<file path="src/core/crbs_regs.svh">
`ifndef CRBS_REGS_SVH
`define CRBS_REGS_SVH

// reset acceptance
`define CRBS_MIN_HOLD_CYCLES 20

// reset vector bytes and reserved top of space
`define CRBS_VEC_BYTE0   24'hffff00
`define CRBS_VEC_BYTE1   24'hffff01
`define CRBS_VEC_BYTE2   24'hffff02
`define CRBS_RSV_BASE    24'hfffff0

// register port offsets
`define CRBS_OFS_PC      8'h00
`define CRBS_OFS_SP      8'h01
`define CRBS_OFS_SW      8'h02
`define CRBS_OFS_PORTDIR 8'h03
`define CRBS_OFS_PERIPH  8'h04
`define CRBS_OFS_STAT    8'h05
`define CRBS_OFS_GPR     8'h10
`define CRBS_GPR_MASK    8'hf0

// status word field positions
`define CRBS_SW_IML_LSB  0
`define CRBS_SW_RBP_LSB  4

// status register bit positions
`define CRBS_STAT_BUS16  0
`define CRBS_STAT_SERR   1
`define CRBS_STAT_RUN    2
`define CRBS_STAT_INRST  3

// values forced when reset is accepted
`define CRBS_RST_SP      32'h00000000
`define CRBS_RST_IML     3'h7
`define CRBS_RST_RBP     2'h0
`define CRBS_RST_PORTDIR 32'h00000000
`define CRBS_RST_PERIPH  32'h00000000

// strap patterns {msb, lsb}
`define CRBS_STRAP_8BIT  2'h2
`define CRBS_STRAP_16BIT 2'h1

`endif

</file>
<file path="src/core/crbs_pkg.sv">
package crbs_pkg;

    // sequencer states
    typedef enum logic [2:0] {
        CRBS_IDLE,
        CRBS_HOLD,
        CRBS_FETCH,
        CRBS_WAIT,
        CRBS_RUN
    } crbs_state_t;

    // vector byte index
    typedef logic [1:0] crbs_byte_idx_t;

endpackage : crbs_pkg

</file>
<file path="src/core/crbs_rst_if.sv">
interface crbs_rst_if;
    logic pin_low;
    logic accepted;
    logic released;

    // qualifier drives the verdict
    modport qual (
        input  pin_low,
        output accepted,
        output released
    );

    // sequencer feeds the pin level
    modport seq (
        output pin_low,
        input  accepted,
        input  released
    );
endinterface : crbs_rst_if

</file>
<file path="src/core/crbs_sequencer.sv">
// Behaviour
// - after acceptance three vector bytes from ffff00..ffff02 fill the counter low to high.
// - acceptance clears the system stack pointer to zero.
// - acceptance sets the interrupt mask level field to seven.
// - acceptance clears the register bank pointer field to bank zero.
// - when the pin returns high the core starts at the loaded program counter.
// - all other core registers keep their contents across reset.
// - acceptance returns the peripheral control register to its reset value.
// - acceptance turns every port pin into an input.
// - internal reset ends in the cycle the pin is seen high once the vector fetch is done, with no delay counter.
// - strap pattern 10 starts an 8-bit bus and 01 a 16-bit bus, both with dynamic sizing.
// - the program counter and address path are 24 bits wide.
// - the straps are held at one of the two legal patterns only; any other pattern sets o_strap_error and selects the 8-bit bus.
//
// Design decisions made here: the plain strobed port and the placing of the registers.
`include "crbs_regs.svh"

module crbs_sequencer #(
    parameter int ADDR_W      = 24,
    parameter int PORT_W      = 32,
    parameter int GPR_DEPTH   = 16,
    parameter int HOLD_CYCLES = `CRBS_MIN_HOLD_CYCLES
)(
    input  wire logic              i_mclk,
    input  wire logic              i_rst_n,
    input  wire logic              i_reset_pin_n,
    input  wire logic              i_bus_width_strap_msb,
    input  wire logic              i_bus_width_strap_lsb,
    input  wire logic [7:0]        i_reg_addr,
    input  wire logic [31:0]       i_reg_wdata,
    input  wire logic              i_reg_wr,
    input  wire logic              i_reg_rd,
    output logic      [31:0]       o_reg_rdata,
    output logic                   o_fetch_req,
    output logic      [ADDR_W-1:0] o_fetch_addr,
    input  wire logic [7:0]        i_fetch_data,
    input  wire logic              i_fetch_valid,
    output logic      [ADDR_W-1:0] o_program_counter,
    output logic      [31:0]       o_system_stack_pointer,
    output logic      [2:0]        o_interrupt_mask_level,
    output logic      [1:0]        o_register_bank_pointer,
    output logic                   o_cpu_run,
    output logic                   o_exec_start,
    output logic                   o_periph_rst,
    output logic      [31:0]       o_periph_ctrl,
    output logic      [PORT_W-1:0] o_port_oe,
    output logic                   o_bus_16bit,
    output logic                   o_strap_error
);

    // ------------------------------------------------------------
    // elaboration checks
    // ------------------------------------------------------------
    localparam int GPR_AW = $clog2(GPR_DEPTH);

    if (ADDR_W != 24) begin : g_bad_addr
        $error("crbs_sequencer: ADDR_W must be 24 to reach the vector");
    end
    if (GPR_DEPTH < 2 || GPR_DEPTH > 16 || (1 << GPR_AW) != GPR_DEPTH) begin : g_bad_gpr
        $error("crbs_sequencer: GPR_DEPTH must be a power of two, 2 to 16");
    end
    if (PORT_W < 1 || PORT_W > 32) begin : g_bad_port
        $error("crbs_sequencer: PORT_W must be 1 to 32");
    end

    // ------------------------------------------------------------
    // declarations
    // ------------------------------------------------------------
    crbs_pkg::crbs_state_t    state;
    crbs_pkg::crbs_state_t    next_state;
    crbs_pkg::crbs_byte_idx_t byte_idx;
    logic                     was_running;
    logic [1:0]               strap_q;
    logic                     in_reset;
    logic                     accept;
    logic                     last_byte;
    logic [31:0]              sw_word;
    logic [31:0]              stat_word;
    logic [31:0]              next_rdata;
    logic [31:0]              rdata_q;
    logic                     rd_gpr_q;
    logic [31:0]              gpr_rdata;
    logic                     gpr_hit;
    logic                     sw_wr_ok;

    // ------------------------------------------------------------
    // reset qualifier
    // ------------------------------------------------------------
    crbs_rst_if u_rst_if ();

    assign u_rst_if.pin_low = !i_reset_pin_n;

    crbs_rst_qual #(
        .HOLD_CYCLES (HOLD_CYCLES)
    ) u_rst_qual (
        .i_mclk      (i_mclk),
        .i_rst_n     (i_rst_n),
        .rst         (u_rst_if)
    );

    // acceptance only counts while waiting in the hold state
    assign accept    = (state == crbs_pkg::CRBS_HOLD) && u_rst_if.accepted;
    assign last_byte = (byte_idx == 2'h2) && i_fetch_valid;

    // ------------------------------------------------------------
    // sequencer state
    // ------------------------------------------------------------
    always_comb
    begin
        next_state = state;
        case (state)
            crbs_pkg::CRBS_IDLE:
            begin
                if (u_rst_if.pin_low)
                    next_state = crbs_pkg::CRBS_HOLD;
            end
            crbs_pkg::CRBS_RUN:
            begin
                if (u_rst_if.pin_low)
                    next_state = crbs_pkg::CRBS_HOLD;
            end
            crbs_pkg::CRBS_HOLD:
            begin
                // a short low pulse is ignored and the core resumes
                if (accept)
                    next_state = crbs_pkg::CRBS_FETCH;
                else if (u_rst_if.released)
                    next_state = was_running ? crbs_pkg::CRBS_RUN : crbs_pkg::CRBS_IDLE;
            end
            crbs_pkg::CRBS_FETCH:
            begin
                // start straight away if the pin is already high
                if (last_byte)
                    next_state = u_rst_if.released ? crbs_pkg::CRBS_RUN
                                                   : crbs_pkg::CRBS_WAIT;
            end
            crbs_pkg::CRBS_WAIT:
            begin
                if (u_rst_if.released)
                    next_state = crbs_pkg::CRBS_RUN;
            end
            default:
            begin
                next_state = crbs_pkg::CRBS_IDLE;
            end
        endcase
    end

    // state register
    always_ff @(posedge i_mclk or negedge i_rst_n)
    begin
        if (!i_rst_n)
            state <= crbs_pkg::CRBS_IDLE;
        else
            state <= next_state;
    end

    // remembers whether a short pulse should resume the core
    always_ff @(posedge i_mclk or negedge i_rst_n)
    begin
        if (!i_rst_n)
            was_running <= 1'b0;
        else if (accept)
            was_running <= 1'b0;
        else if (state == crbs_pkg::CRBS_RUN)
            was_running <= 1'b1;
    end

    // internal reset spans acceptance through the vector fetch and up to the pin release
    assign in_reset = accept
                   || (state == crbs_pkg::CRBS_FETCH)
                   || (state == crbs_pkg::CRBS_WAIT);

    // ------------------------------------------------------------
    // vector fetch
    // ------------------------------------------------------------
    always_ff @(posedge i_mclk or negedge i_rst_n)
    begin
        if (!i_rst_n)
            byte_idx <= 2'h0;
        else if (accept)
            byte_idx <= 2'h0;
        else if ((state == crbs_pkg::CRBS_FETCH) && i_fetch_valid && (byte_idx != 2'h2))
            byte_idx <= byte_idx + 2'h1;
    end

    // fetch request and vector address, byte by byte
    always_comb
    begin
        o_fetch_req = (state == crbs_pkg::CRBS_FETCH);
        case (byte_idx)
            2'h0:    o_fetch_addr = `CRBS_VEC_BYTE0;
            2'h1:    o_fetch_addr = `CRBS_VEC_BYTE1;
            default: o_fetch_addr = `CRBS_VEC_BYTE2;
        endcase
    end

    // program counter loads one vector byte per answer, low byte first
    always_ff @(posedge i_mclk or negedge i_rst_n)
    begin
        if (!i_rst_n)
            o_program_counter <= '0;
        else if ((state == crbs_pkg::CRBS_FETCH) && i_fetch_valid)
        begin
            case (byte_idx)
                2'h0:    o_program_counter[7:0]   <= i_fetch_data;
                2'h1:    o_program_counter[15:8]  <= i_fetch_data;
                default: o_program_counter[23:16] <= i_fetch_data;
            endcase
        end
    end

    // ------------------------------------------------------------
    // core start
    // ------------------------------------------------------------
    // one pulse as the core leaves reset with the vector in place
    always_ff @(posedge i_mclk or negedge i_rst_n)
    begin
        if (!i_rst_n)
            o_exec_start <= 1'b0;
        else
            o_exec_start <= (state != crbs_pkg::CRBS_RUN)
                         && (state != crbs_pkg::CRBS_HOLD)
                         && (next_state == crbs_pkg::CRBS_RUN);
    end

    // core keeps running through an unaccepted low pulse
    assign o_cpu_run    = (state == crbs_pkg::CRBS_RUN)
                       || ((state == crbs_pkg::CRBS_HOLD) && was_running);
    assign o_periph_rst = in_reset;

    // ------------------------------------------------------------
    // bus width straps
    // ------------------------------------------------------------
    // sampled every cycle in the hold state, before acceptance
    always_ff @(posedge i_mclk or negedge i_rst_n)
    begin
        if (!i_rst_n)
            strap_q <= `CRBS_STRAP_8BIT;
        else if (state == crbs_pkg::CRBS_HOLD)
            strap_q <= {i_bus_width_strap_msb, i_bus_width_strap_lsb};
    end

    // width latched at acceptance, ahead of the first fetch
    always_ff @(posedge i_mclk or negedge i_rst_n)
    begin
        if (!i_rst_n)
        begin
            o_bus_16bit   <= 1'b0;
            o_strap_error <= 1'b0;
        end
        else if (accept)
        begin
            case (strap_q)
                `CRBS_STRAP_16BIT:
                begin
                    o_bus_16bit   <= 1'b1;
                    o_strap_error <= 1'b0;
                end
                `CRBS_STRAP_8BIT:
                begin
                    o_bus_16bit   <= 1'b0;
                    o_strap_error <= 1'b0;
                end
                default:
                begin
                    o_bus_16bit   <= 1'b0;
                    o_strap_error <= 1'b1;
                end
            endcase
        end
    end

    // ------------------------------------------------------------
    // forced core registers
    // ------------------------------------------------------------
    // software writes, except to the general registers, are held off while internal reset is active
    assign sw_wr_ok = i_reg_wr && !in_reset;

    // system stack pointer
    always_ff @(posedge i_mclk or negedge i_rst_n)
    begin
        if (!i_rst_n)
            o_system_stack_pointer <= `CRBS_RST_SP;
        else if (accept)
            o_system_stack_pointer <= `CRBS_RST_SP;
        else if (sw_wr_ok && (i_reg_addr == `CRBS_OFS_SP))
            o_system_stack_pointer <= i_reg_wdata;
    end

    // status word: mask level and bank pointer
    always_ff @(posedge i_mclk or negedge i_rst_n)
    begin
        if (!i_rst_n)
        begin
            o_interrupt_mask_level  <= `CRBS_RST_IML;
            o_register_bank_pointer <= `CRBS_RST_RBP;
        end
        else if (accept)
        begin
            o_interrupt_mask_level  <= `CRBS_RST_IML;
            o_register_bank_pointer <= `CRBS_RST_RBP;
        end
        else if (sw_wr_ok && (i_reg_addr == `CRBS_OFS_SW))
        begin
            o_interrupt_mask_level  <= i_reg_wdata[`CRBS_SW_IML_LSB +: 3];
            o_register_bank_pointer <= i_reg_wdata[`CRBS_SW_RBP_LSB +: 2];
        end
    end

    // ------------------------------------------------------------
    // peripheral control and port direction
    // ------------------------------------------------------------
    always_ff @(posedge i_mclk or negedge i_rst_n)
    begin
        if (!i_rst_n)
            o_periph_ctrl <= `CRBS_RST_PERIPH;
        else if (accept)
            o_periph_ctrl <= `CRBS_RST_PERIPH;
        else if (sw_wr_ok && (i_reg_addr == `CRBS_OFS_PERIPH))
            o_periph_ctrl <= i_reg_wdata;
    end

    // one enable per port pin, high drives the pin
    always_ff @(posedge i_mclk or negedge i_rst_n)
    begin
        if (!i_rst_n)
            o_port_oe <= PORT_W'(`CRBS_RST_PORTDIR);
        else if (accept)
            o_port_oe <= PORT_W'(`CRBS_RST_PORTDIR);
        else if (sw_wr_ok && (i_reg_addr == `CRBS_OFS_PORTDIR))
            o_port_oe <= i_reg_wdata[PORT_W-1:0];
    end

    // ------------------------------------------------------------
    // general registers, untouched by reset
    // ------------------------------------------------------------
    assign gpr_hit = ((i_reg_addr & `CRBS_GPR_MASK) == `CRBS_OFS_GPR)
                  && ({1'b0, i_reg_addr[3:0]} < 5'(GPR_DEPTH));

    crbs_gpr_mem #(
        .WIDTH     (32),
        .DEPTH     (GPR_DEPTH)
    ) u_gpr_mem (
        .i_mclk    (i_mclk),
        .i_rst_n   (i_rst_n),
        .i_wr_en   (i_reg_wr && gpr_hit),
        .i_wr_addr (i_reg_addr[GPR_AW-1:0]),
        .i_wr_data (i_reg_wdata),
        .i_rd_en   (i_reg_rd && gpr_hit),
        .i_rd_addr (i_reg_addr[GPR_AW-1:0]),
        .o_rd_data (gpr_rdata)
    );

    // ------------------------------------------------------------
    // register read port
    // ------------------------------------------------------------
    // read words assembled from live state
    always_comb
    begin
        sw_word                                  = 32'h00000000;
        sw_word[`CRBS_SW_IML_LSB +: 3]           = o_interrupt_mask_level;
        sw_word[`CRBS_SW_RBP_LSB +: 2]           = o_register_bank_pointer;
        stat_word                                = 32'h00000000;
        stat_word[`CRBS_STAT_BUS16]              = o_bus_16bit;
        stat_word[`CRBS_STAT_SERR]               = o_strap_error;
        stat_word[`CRBS_STAT_RUN]                = o_cpu_run;
        stat_word[`CRBS_STAT_INRST]              = in_reset;
    end

    // address decode, unmapped reads give zero
    always_comb
    begin
        case (i_reg_addr)
            `CRBS_OFS_PC:      next_rdata = {8'h00, o_program_counter};
            `CRBS_OFS_SP:      next_rdata = o_system_stack_pointer;
            `CRBS_OFS_SW:      next_rdata = sw_word;
            `CRBS_OFS_PORTDIR: next_rdata = 32'(o_port_oe);
            `CRBS_OFS_PERIPH:  next_rdata = o_periph_ctrl;
            `CRBS_OFS_STAT:    next_rdata = stat_word;
            default:           next_rdata = 32'h00000000;
        endcase
    end

    // read data stand only in the cycle after the strobe
    always_ff @(posedge i_mclk or negedge i_rst_n)
    begin
        if (!i_rst_n)
        begin
            rdata_q  <= 32'h00000000;
            rd_gpr_q <= 1'b0;
        end
        else
        begin
            rdata_q  <= (i_reg_rd && !gpr_hit) ? next_rdata : 32'h00000000;
            rd_gpr_q <= i_reg_rd && gpr_hit;
        end
    end

    assign o_reg_rdata = rd_gpr_q ? gpr_rdata : rdata_q;

endmodule : crbs_sequencer

</file>
<file path="src/core/crbs_rst_qual.sv">
`include "crbs_regs.svh"

module crbs_rst_qual #(
    parameter int HOLD_CYCLES = `CRBS_MIN_HOLD_CYCLES
)(
    input  wire logic   i_mclk,
    input  wire logic   i_rst_n,
    crbs_rst_if.qual    rst
);
    localparam int CNT_W = $clog2(HOLD_CYCLES + 1);

    if (HOLD_CYCLES < 1) begin : g_bad_hold
        $error("crbs_rst_qual: HOLD_CYCLES must be at least 1");
    end

    logic [CNT_W-1:0] low_cnt;

    // ------------------------------------------------------------
    // consecutive low cycle counter, saturating
    // ------------------------------------------------------------
    always_ff @(posedge i_mclk or negedge i_rst_n)
    begin
        if (!i_rst_n)
            low_cnt <= '0;
        else if (!rst.pin_low)
            low_cnt <= '0;
        else if (low_cnt != CNT_W'(HOLD_CYCLES))
            low_cnt <= low_cnt + 1'b1;
    end

    // accept on the last required low sample, release at once
    assign rst.accepted = rst.pin_low && (low_cnt == CNT_W'(HOLD_CYCLES - 1));
    assign rst.released = !rst.pin_low;

endmodule : crbs_rst_qual

</file>
<file path="src/core/crbs_gpr_mem.sv">
module crbs_gpr_mem #(
    parameter int WIDTH = 32,
    parameter int DEPTH = 16
)(
    input  wire logic                     i_mclk,
    input  wire logic                     i_rst_n,
    input  wire logic                     i_wr_en,
    input  wire logic [$clog2(DEPTH)-1:0] i_wr_addr,
    input  wire logic [WIDTH-1:0]         i_wr_data,
    input  wire logic                     i_rd_en,
    input  wire logic [$clog2(DEPTH)-1:0] i_rd_addr,
    output logic      [WIDTH-1:0]         o_rd_data
);
    logic [WIDTH-1:0] mem [DEPTH];

    // ------------------------------------------------------------
    // storage: no reset branch, reset never touches contents
    // ------------------------------------------------------------
    always_ff @(posedge i_mclk)
    begin
        if (i_wr_en)
            mem[i_wr_addr] <= i_wr_data;
    end

    // registered read data
    always_ff @(posedge i_mclk or negedge i_rst_n)
    begin
        if (!i_rst_n)
            o_rd_data <= '0;
        else if (i_rd_en)
            o_rd_data <= mem[i_rd_addr];
    end

endmodule : crbs_gpr_mem

</file>
<file path="config.mk">
export PLATFORM = sky130hd
export DESIGN_NAME = crbs_sequencer
export DESIGN_NICKNAME = d
export VERILOG_FILES = /design/src/core/crbs_pkg.sv /design/src/core/crbs_rst_if.sv /design/src/core/crbs_sequencer.sv /design/src/core/crbs_rst_qual.sv /design/src/core/crbs_gpr_mem.sv
export VERILOG_INCLUDE_DIRS = /design/src /design/src/core
export SDC_FILE = /design/constraint.sdc
export NUM_CORES = 1
export LEC_CHECK = 0
export ABC_AREA = 1
export BUFFER_PORTS_ARGS = -buffer_cell sky130_fd_sc_hd__clkbuf_2
export CAP_MARGIN = 10
export CORE_MARGIN = 3
export CORE_UTILIZATION = 45
export CTS_BUF_LIST = sky130_fd_sc_hd__clkbuf_8
export DETAILED_ROUTE_END_ITERATION = 7
export PLACE_DENSITY_LB_ADDON = 0.08
export SLEW_MARGIN = 20
export SYNTH_ARGS = -nofsm -noshare
export SYNTH_HDL_FRONTEND = slang
export SYNTH_HIERARCHICAL = 1
export SYNTH_SLANG_ARGS = --single-unit
export TNS_END_PERCENT = 1
</file>
<file path="constraint.sdc">
create_clock -name i_mclk -period 1.8 [get_ports i_mclk]
set_clock_uncertainty 0.1 [all_clocks]
set_input_delay 0.27 -clock i_mclk [delete_from_list [all_inputs] [get_ports i_mclk]]
set_output_delay 0.27 -clock i_mclk [all_outputs]
set_load 0.005 [all_outputs]
</file>
==> results.toml, run 1 <==
[drt]
drtAntennaViolNets = 0
num_vias = 22662
wl_per_cell_um = 21.7
drt-pass1-iter-count = 5
post-route-drc-count = 0
drt_wl_total_um = 93600
drt-initial-drc-count = 1900
viasPerCell = 5.24

[sta]
setup_viol_count_final = 143
slew_headroom_pct = 57.4
fmax_mhz = 430
rsz0062_at_grt = "yes"
worst_pin_slew_ps = 637
drv_slew = 0
fin_crit_sh_pct = 129
period_minus_slack_ps = 2330
layout_setup_ws_ps = -528
finalHoldViolCount = 0
holdWs_ps = 84.5

[global_route]
grt_max_degree = 50
antenna_found_initial = 4
grt_usage_pct = 26.1
grt_pass1_wl_um = 139000
gr-total-overflow = 0
grt_pass1_vias = 22620

[clocking]
cts_tree = "built"
root_buffer = "clkbuf_8"
cts_sinks = 718
cts_buffer_depth = 3
clkTransAtPathRegs_ps = 60
clk_latency_ps = 730
htree_levels = 3
numCtsBuffers = 116

[worst_setup_path]
critPathMostFrequentCell = "buf_6"
critical-path-max-stage-delay_ps = 380
crit_chain = "inv_1 > nand3_1 > nor3_2 > buf_4 > nand4_4 > buf_6 > nand2_4 > buf_6"
critical_path_buf_inv_count = 4
startpoint_type = "flip-flop"
required_ps = 1430
cpLargestDelayFamily = "buffers and inverters"
critPathKind = "flip-flop to primary output"
cpMaxStageDelayCell = "dfrtp_1"
cp_max_fo = 3
crit_arrival_ps = 1960
endpoint_kind = "primary output"

[synth]
synthFlopType = "edfxtp_1"
synth_compound_area_share_pct = 0.617
synthAdderAreaFrac_pct = 0.247
ys_warn_count = 6
ys_ff_latch = 718
synth-seq-area-share_pct = 67.5
syn_area_per_cell_um2 = 10.4
yosys-top-cells-area = "edfxtp_1, dfrtp_1, nand2_1"
synthXorXnorAreaFrac_pct = 0.0288
synth_edf_count = 512
yosys.area_share.simple_pct = 25.3
netlist_instances = 2937
yosysTopAreaCellShare_pct = 50.6
synthMuxAreaShare_pct = 1.22
ys_types = 37
syn_area_mm2 = 0.0304
synth_top_area_cell = "edfxtp_1"
async_flop_share_pct = 28.7
synth_top_family_by_area = "simple AND/OR/NAND/NOR gates"

[floorplan]
start_util_pct = 45.8
fp.dieH_um = 266
num_io_pins = 243
die_area_mm2 = 0.0707
rows = 94
die_w_um = 266
core_mm2 = 0.0663

[final_layout]
final-seq-area_mm2 = 0.0205
multi_input_area_mm2 = 0.00879
drive_above_1_share_pct = 19.3
area_growth_pct = 20.9
fillers = 5804
nNetsFinal = 3429

[run_status]
violations = "setup timing"
status = "finished, violations left"

[power]
pwr-share-seq_pct = 54.0
peakVddDrop_mv = 0.627
p_switching_mw = 8.37
leakage_nw = 16.4
netSwitchingFraction_pct = 24.6
p_clk_share_pct = 38.2
powerDensity_mw_per_mm2 = 924
internal-power_mw = 25.6
p_comb_share_pct = 7.9

[worst_hold_path]
hold_class = "input port to async pin"

[placement]
dp_slack_ps = -576
gp_congestion = 0.953
hpwlAfterDp_um = 61500
port-buffer-count = 220

[flow_run]
max-cap-violations = 0
cells in the final DEF, fill, tap and decap left out, types with 3 or more instances in the layout:
cell type and n:
clkinv_2 7, nand2_2 8, mux2_1 3, nand3_1 426
dfstp_2 4, inv_6 4, nand2_1 1291, edfxtp_1 512
dlygate4sd3_1 48, clkbuf_2 213, diode_2 3, ha_1 3
dfrtp_1 201, mux2_4 28, conb_1 22, a21oi_1 6
o21ai_1 7, inv_1 129, buf_6 6, ha_2 3
buf_4 135, nor2_1 97, clkinv_1 18, inv_2 14
clkbuf_8 124, o21ai_0 18, nor2_2 8, nor2_4 31
buf_8 4, buf_12 57
path summary, 6_finish.rpt:
kind	cells after the start	to	start	slack, ps
min reg2reg	2	u_gpr_mem/o_rd_data[16]	u_gpr_mem/o_rd_data[16]	380
min	3	u_gpr_mem/o_rd_data[23]	i_rst_n	80
max	8	o_periph_rst	u_rst_qual/low_cnt[3]	-530
max in group asynchronous	3	o_interrupt_mask_level[1]	i_rst_n	1190
min in group i_mclk	6	state[0]	i_reset_pin_n	170
max reg2reg	11	o_system_stack_pointer[30]	u_rst_qual/low_cnt[3]	-380
cell type report:
type / instances / share of cell area [%]
inverters: 95 / 1.05
flip-flops and latches: 718 / 55.9
clock buffers: 123 / 4.61
well taps: 864 / 2.94
multi-input cells: 1971 / 23.9
clock inverters: 86 / 1.15
repair buffers: 465 / 10.5
diodes: 3 / 0.0204
power by group through the flow:
stage	registers [mW]	clock network, mW	logic [mW]
after floorplan	18.6	0	1.30
after global placement	18.6	0	2.55
after detailed placement	18.6	0	2.57
after CTS	18.3	13.3	2.70
after global routing	18.3	14.1	2.95
final	18.3	13.0	2.67
registers in the layout, indices dropped and copies added (netlist names):
signal,cells
o_port_oe,32
o_periph_ctrl,32
u_rst_qual/low_cnt,5
o_strap_error,1
u_gpr_mem/mem,512
o_register_bank_pointer,2
o_interrupt_mask_level,3
rdata_q,32
state,3
u_gpr_mem/o_rd_data,32
byte_idx,2
o_bus_16bit,1
rd_gpr_q,1
o_exec_start,1
was_running,1
o_system_stack_pointer,32
o_program_counter,24
strap_q,2
worst register-to-register path, delay by kind of cell (launching register included):
kind | cells | cell delay [ps]
DFF | 1 | 380
buffers and inverters | 3 | 390
and+or+nand+nor | 8 | 1250
logic make-up (layout without fill, tap and decap cells):
family,after synthesis,in the layout
flip-flops,718,718
XOR/XNOR,1,1
buffers and inverters,271,769
adder cells (fa/ha/maj),6,6
AO/OA/AOI/OAI,35,35
AND/OR/NAND/NOR,1871,1874
multiplexers,33,33
other,2,25
what timing repair did:
item                                    4_1_cts  5_1_grt
hold buffers                                 49        0
buffers inserted                              4        3
pin swaps                                    22       46
cloned                                        0        3
gates resized for setup                      41       37
endpoints found under the hold margin       755        0
endpoints found under the setup margin      146      161
per-layer routing:
metal	vias up	GRT usage [%]	share of wire, %
li1	10553	-	-
met1	11099	34.0	40
met2	792	43.8	49
met3	216	3.96	5.9
met4	2	11.0	4.3
met5	-	0	0.012
cells in the mapped netlist (2+ instances only):
cell / count
a21oi_1: 6
buf_1: 10
buf_2: 64
buf_4: 44
buf_6: 31
clkbuf_1: 26
conb_1: 2
dfrtp_1: 202
dfstp_2: 4
edfxtp_1: 512
ha_1: 6
inv_1: 83
inv_2: 11
mux2_1: 16
mux2_2: 17
nand2_1: 1297
nand2_2: 4
nand3_1: 427
nand3b_1: 2
nor2_1: 119
nor2_2: 6
nor2_4: 8
nor3_1: 3
o21ai_0: 18
o21ai_1: 7
through the flow:
step	utilization (%)	power, mW	setup TNS [ps]	area [um^2]	std cells
CTS	55.1	34.3	-60510	36600	4316
detailed placement	51.0	21.2	-255270	33800	4054
global route	55.4	35.3	-55600	36800	4325
floorplan	-	19.9	-129000	30600	2957
global placement	51.0	21.2	-247120	33800	4054
finish	55.4	34.0	-45140	36800	4325
(Power assumes the default switching activity.)
==> inputs of run 2 (changes only) <==
- CTS_CLUSTER_SIZE: unset -> 8
- RECOVER_POWER: unset -> 25
==> run 2 against run 1 <==
The flow still finishes with violations (setup timing). Global-route usage did not move. Sequential power barely moved. Fmax fell by 0.16%. Worst setup slack got worse by 3.7 ps. Flip-flop and latch count did not move. Critical endpoint unchanged.
==> results.toml, run 2 (synthesis gave the netlist of run 1 again) <==
[final_layout]
largest_reg_flops = 512
fillers = 5836
final_cell_mix = "nand2_1, edfxtp_1, nand3_1"
nNetsFinal = 3429
area_growth_pct = 20.5
final-seq-area_mm2 = 0.0205
top_register = "u_gpr_mem/mem"
final_common_cell = "nand2_1"
drive_above_1_share_pct = 18.4
multi_input_area_mm2 = 0.00879

[power]
peakVddDrop_mv = 0.637
netSwitchingFraction_pct = 24.7
leakage_nw = 16.3
p_clk_share_pct = 38.2
internal-power_mw = 25.6
p_comb_share_pct = 7.8
powerDensity_mw_per_mm2 = 926
pwr-share-seq_pct = 54.0
p_switching_mw = 8.37
p_total_mw = 33.9

[worst_hold_path]
hold_class = "input port to flip-flop"

[worst_setup_path]
crit_arrival_ps = 1960
critPathKind = "flip-flop to primary output"
required_ps = 1430
startpoint_type = "flip-flop"
cp_max_fo = 3
endpoint_kind = "primary output"

[floorplan]
die_w_um = 266
fp.dieH_um = 266
rows = 94
core_mm2 = 0.0663
start_util_pct = 45.8
die_area_mm2 = 0.0707
num_io_pins = 243

[clocking]
clkTransAtPathRegs_ps = 60
root_buffer = "clkbuf_8"
htree_levels = 3
cts_sinks = 718
numCtsBuffers = 116
clk_latency_ps = 720
cts_tree = "built"
cts_buffer_depth = 3

[drt]
viasPerCell = 5.26
num_vias = 22755
drt-initial-drc-count = 1799
drt-pass1-iter-count = 7
wl_per_cell_um = 21.7
drt_wl_total_um = 93800
post-route-drc-count = 0
drtAntennaViolNets = 0

[sta]
holdWs_ps = 172
finalHoldViolCount = 0
worst_pin_slew_ps = 957
fin_crit_sh_pct = 130
fmax_mhz = 429
slew_headroom_pct = 36.2
drv_slew = 0
rsz0062_at_grt = "yes"
period_minus_slack_ps = 2330
setup_viol_count_final = 143
layout_setup_ws_ps = -532

[run_status]
status = "finished, violations left"
violations = "setup timing"

[placement]
dp_slack_ps = -576
hpwlAfterDp_um = 61500
port-buffer-count = 220
gp_congestion = 0.953

[global_route]
grt_pass1_wl_um = 139000
grt_max_degree = 50
grt_pass1_vias = 22620
antenna_found_initial = 4
gr-total-overflow = 0
grt_usage_pct = 26.1

[flow_run]
max-cap-violations = 0
## run 2: cell types whose count changed in the layout (fill, tap and decap cells not counted)
cell	previous run	this run
clkbuf_2	213	200
clkbuf_1	0	31
buf_12	57	53
buf_4	135	119
clkbuf_4	0	3
clkbuf_8	124	123
## run 2: worst max-delay path, cell delays in order, from the launching register on
cell and delay (ps):
dfrtp_1 380, inv_1 80, nand3_1 80, nor3_2 160, buf_4 150, nand4_4 70
buf_6 140, nand2_4 80, buf_6 100
## run 2: metal layers
layer,GRT usage [%],vias to the layer above,share of wire (%)
met5,0,-,0.012
met4,11.0,2,4.3
met3,3.96,225,6.1
met2,43.8,872,49
met1,34.0,11105,40
li1,-,10551,-
## run 2: area by class of cell
cell class / instances / share of cell area [%]
Antenna cell: 3 / 0.0205
Timing Repair Buffer: 465 / 10.1
Tap cell: 864 / 2.95
Multi-Input combinational cell: 1971 / 24.0
Clock buffer: 123 / 4.62
Clock inverter: 86 / 1.15
Sequential cell: 718 / 56.1
Inverter: 95 / 1.06
## run 2: power by group through the flow
stage	Clock, mW	Combinational, mW	Sequential, mW
2_1_floorplan	0	1.30	18.6
3_3_place_gp	0	2.55	18.6
3_5_place_dp	0	2.57	18.6
4_1_cts	13.3	2.70	18.3
5_1_grt	14.1	2.91	18.3
6_report	13.0	2.64	18.3
## run 2: per-stage QoR
| step | TNS [ps] | utilization [%] | instances | area [um^2] |
|---|---|---|---|---|
| after floorplan | -129000 | - | 2957 | 30600 |
| after global placement | -247120 | 51.0 | 4054 | 33800 |
| after detailed placement | -255270 | 51.0 | 4054 | 33800 |
| after CTS | -60510 | 55.1 | 4316 | 36600 |
| after global routing | -55600 | 55.2 | 4325 | 36600 |
| final | -45300 | 55.2 | 4325 | 36600 |
## run 2: final timing paths
path                                          from                 endpoint  slack [ps]  cells after the start
setup / recovery             u_rst_qual/low_cnt[3]             o_periph_rst        -530                      8
hold / removal                       i_reset_pin_n                 state[0]         170                      6
setup reg to reg             u_rst_qual/low_cnt[3]             o_port_oe[1]        -390                     11
hold reg to reg            u_gpr_mem/o_rd_data[16]  u_gpr_mem/o_rd_data[16]         380                      2
max in group asynchronous                  i_rst_n     o_program_counter[5]         220                      3
min in group asynchronous                  i_rst_n  u_gpr_mem/o_rd_data[22]         610                      3
## run 2: what timing repair did
item                       CTS  global route
resized for setup           41            37
setup endpoints to repair  146           161
pin swaps                   22            46
hold buffers                49             0
setup buffers                4             3
gates cloned                 0             3
hold endpoints to repair   755             0
==> inputs of run 3 (changes only) <==
- CORE_UTILIZATION: 45 -> 55
==> run 3 against run 2 <==
The flow still finishes with violations (setup timing). Sequential power hardly changed. Worst setup slack better by 4.3 ps. Count of clock-buffer cells in the layout is 3 lower. Cell count is 3.9% lower. Critical endpoint unchanged. Largest cell class unchanged. Largest power group unchanged.
==> results.toml, run 3 (synthesis gave the netlist of run 1 again) <==
[run_status]
status = "finished, violations left"
violations = "setup timing"

[global_route]
grt_pass1_wl_um = 134000
grt_usage_pct = 30.8
grt_pass1_vias = 22465
grt_max_degree = 70
antenna_found_initial = 2
gr-total-overflow = 0

[worst_setup_path]
required_ps = 1430
crit_arrival_ps = 1960
cp_max_fo = 2
startpoint_type = "flip-flop"
critPathKind = "flip-flop to primary output"
endpoint_kind = "primary output"

[clocking]
root_buffer = "clkbuf_8"
cts_buffer_depth = 3
htree_levels = 3
clk_latency_ps = 710
cts_sinks = 718
clkTransAtPathRegs_ps = 60
numCtsBuffers = 115
cts_tree = "built"

[drt]
num_vias = 22982
drt-pass1-iter-count = 5
drtAntennaViolNets = 0
dr_wl_met3_um = 6580
dr_wl_met2_um = 43500
top_layer_used = "met5"
drt_wl_total_um = 89100
post-route-drc-count = 0
wl_met1_um = 35000
wl_per_cell_um = 21.4
drt-initial-drc-count = 2177
viasPerCell = 5.53

[placement]
placed_cells = 3895
port-buffer-count = 220
dp_slack_ps = -548
gp_congestion = 0.891
placed_cell_area_mm2 = 0.0336
hpwlAfterDp_um = 59300

[final_layout]
drive_above_1_share_pct = 17.7
nNetsFinal = 3436
final_area_mm2 = 0.0362
area_growth_pct = 19.2
fillers = 4313
final_common_cell = "nand2_1"
top_register = "u_gpr_mem/mem"
largest_reg_flops = 512
final_cell_mix = "nand2_1, edfxtp_1, nand3_1"
fin_cells = 4158

[floorplan]
rows = 85
num_io_pins = 243
core_mm2 = 0.0542
start_util_pct = 56.0
die_w_um = 241
fp.dieH_um = 241
die_area_mm2 = 0.0581

[sta]
finalHoldViolCount = 0
layout_setup_ws_ps = -527
drv_slew = 0
period_minus_slack_ps = 2330
slew_headroom_pct = 31.9
tns_ps = -48600
setup_viol_count_final = 142
fmax_mhz = 430
fin_crit_sh_pct = 129
rsz0062_at_grt = "yes"
worst_pin_slew_ps = 1020
holdWs_ps = 69.7

[power]
powerDensity_mw_per_mm2 = 920
leakage_nw = 16.1
peakVddDrop_mv = 0.624

[worst_hold_path]
hold_class = "input port to flip-flop"

[flow_run]
max-cap-violations = 0
[run 3: stage by stage]
stage | utilization, % | total power, mW
6_report | 66.8 | 33.3
5_1_grt | 66.8 | 34.6
4_1_cts | 67.0 | 33.5
3_5_place_dp | 62.0 | 21.2
3_3_place_gp | 62.0 | 21.2
2_1_floorplan | - | 19.9
[run 3: worst paths after layout]
kind | start | end | cells past startpoint | slack (ps)
max in group asynchronous | i_rst_n | was_running | 5 | 390
worst min-delay path | i_reg_addr[1] | rdata_q[0] | 6 | 70
worst min register to register | u_gpr_mem/o_rd_data[25] | u_gpr_mem/o_rd_data[25] | 2 | 380
worst max-delay path | u_rst_qual/low_cnt[1] | o_periph_rst | 8 | -530
min in group asynchronous | i_rst_n | o_system_stack_pointer[28] | 3 | 510
worst max register to register | u_rst_qual/low_cnt[1] | o_periph_ctrl[18] | 11 | -430
[run 3: worst max-delay path, stage by stage, from the launching register on]
cell and delay (ps):
dfrtp_1 360, ha_2 190, inv_2 40, nor3_2 150
buf_4 150, nand4_4 80, buf_6 140, nand2_4 70
buf_6 90
[run 3: layout make-up]
class	count	area, um^2	area share [%]
flip-flops and latches	718	20500	56.7
well taps	696	871	2.40
repair buffers	473	3730	10.3
clock inverters	84	345	0.953
clock buffers	120	1650	4.56
multi-input cells	1971	8720	24.1
diodes	1	2.50	0.00690
inverters	95	387	1.07
[run 3: power breakdown]
| part | total, mW | switching [mW] | internal (mW) |
|---|---|---|---|
| logic | 2.66 | 1.76 | 0.902 |
| registers | 18.3 | 0.238 | 18.1 |
| clock network | 12.4 | 6.24 | 6.11 |
[run 3: repair_timing]
item / 4_1_cts / 5_1_grt
hold buffers: 47 / 0
gates cloned: 3 / 0
resized for setup: 55 / 9
endpoints found under the hold margin: 678 / 0
pin swaps: 21 / 54
endpoints found under the setup margin: 145 / 151
setup buffers: 5 / 3
[run 3: routing by layer]
metal	global-route usage, %	vias to the layer above
met2	50.3	1010
met1	41.0	11189
met3	5.65	207
met5	0	-
li1	-	10574
met4	13.1	2
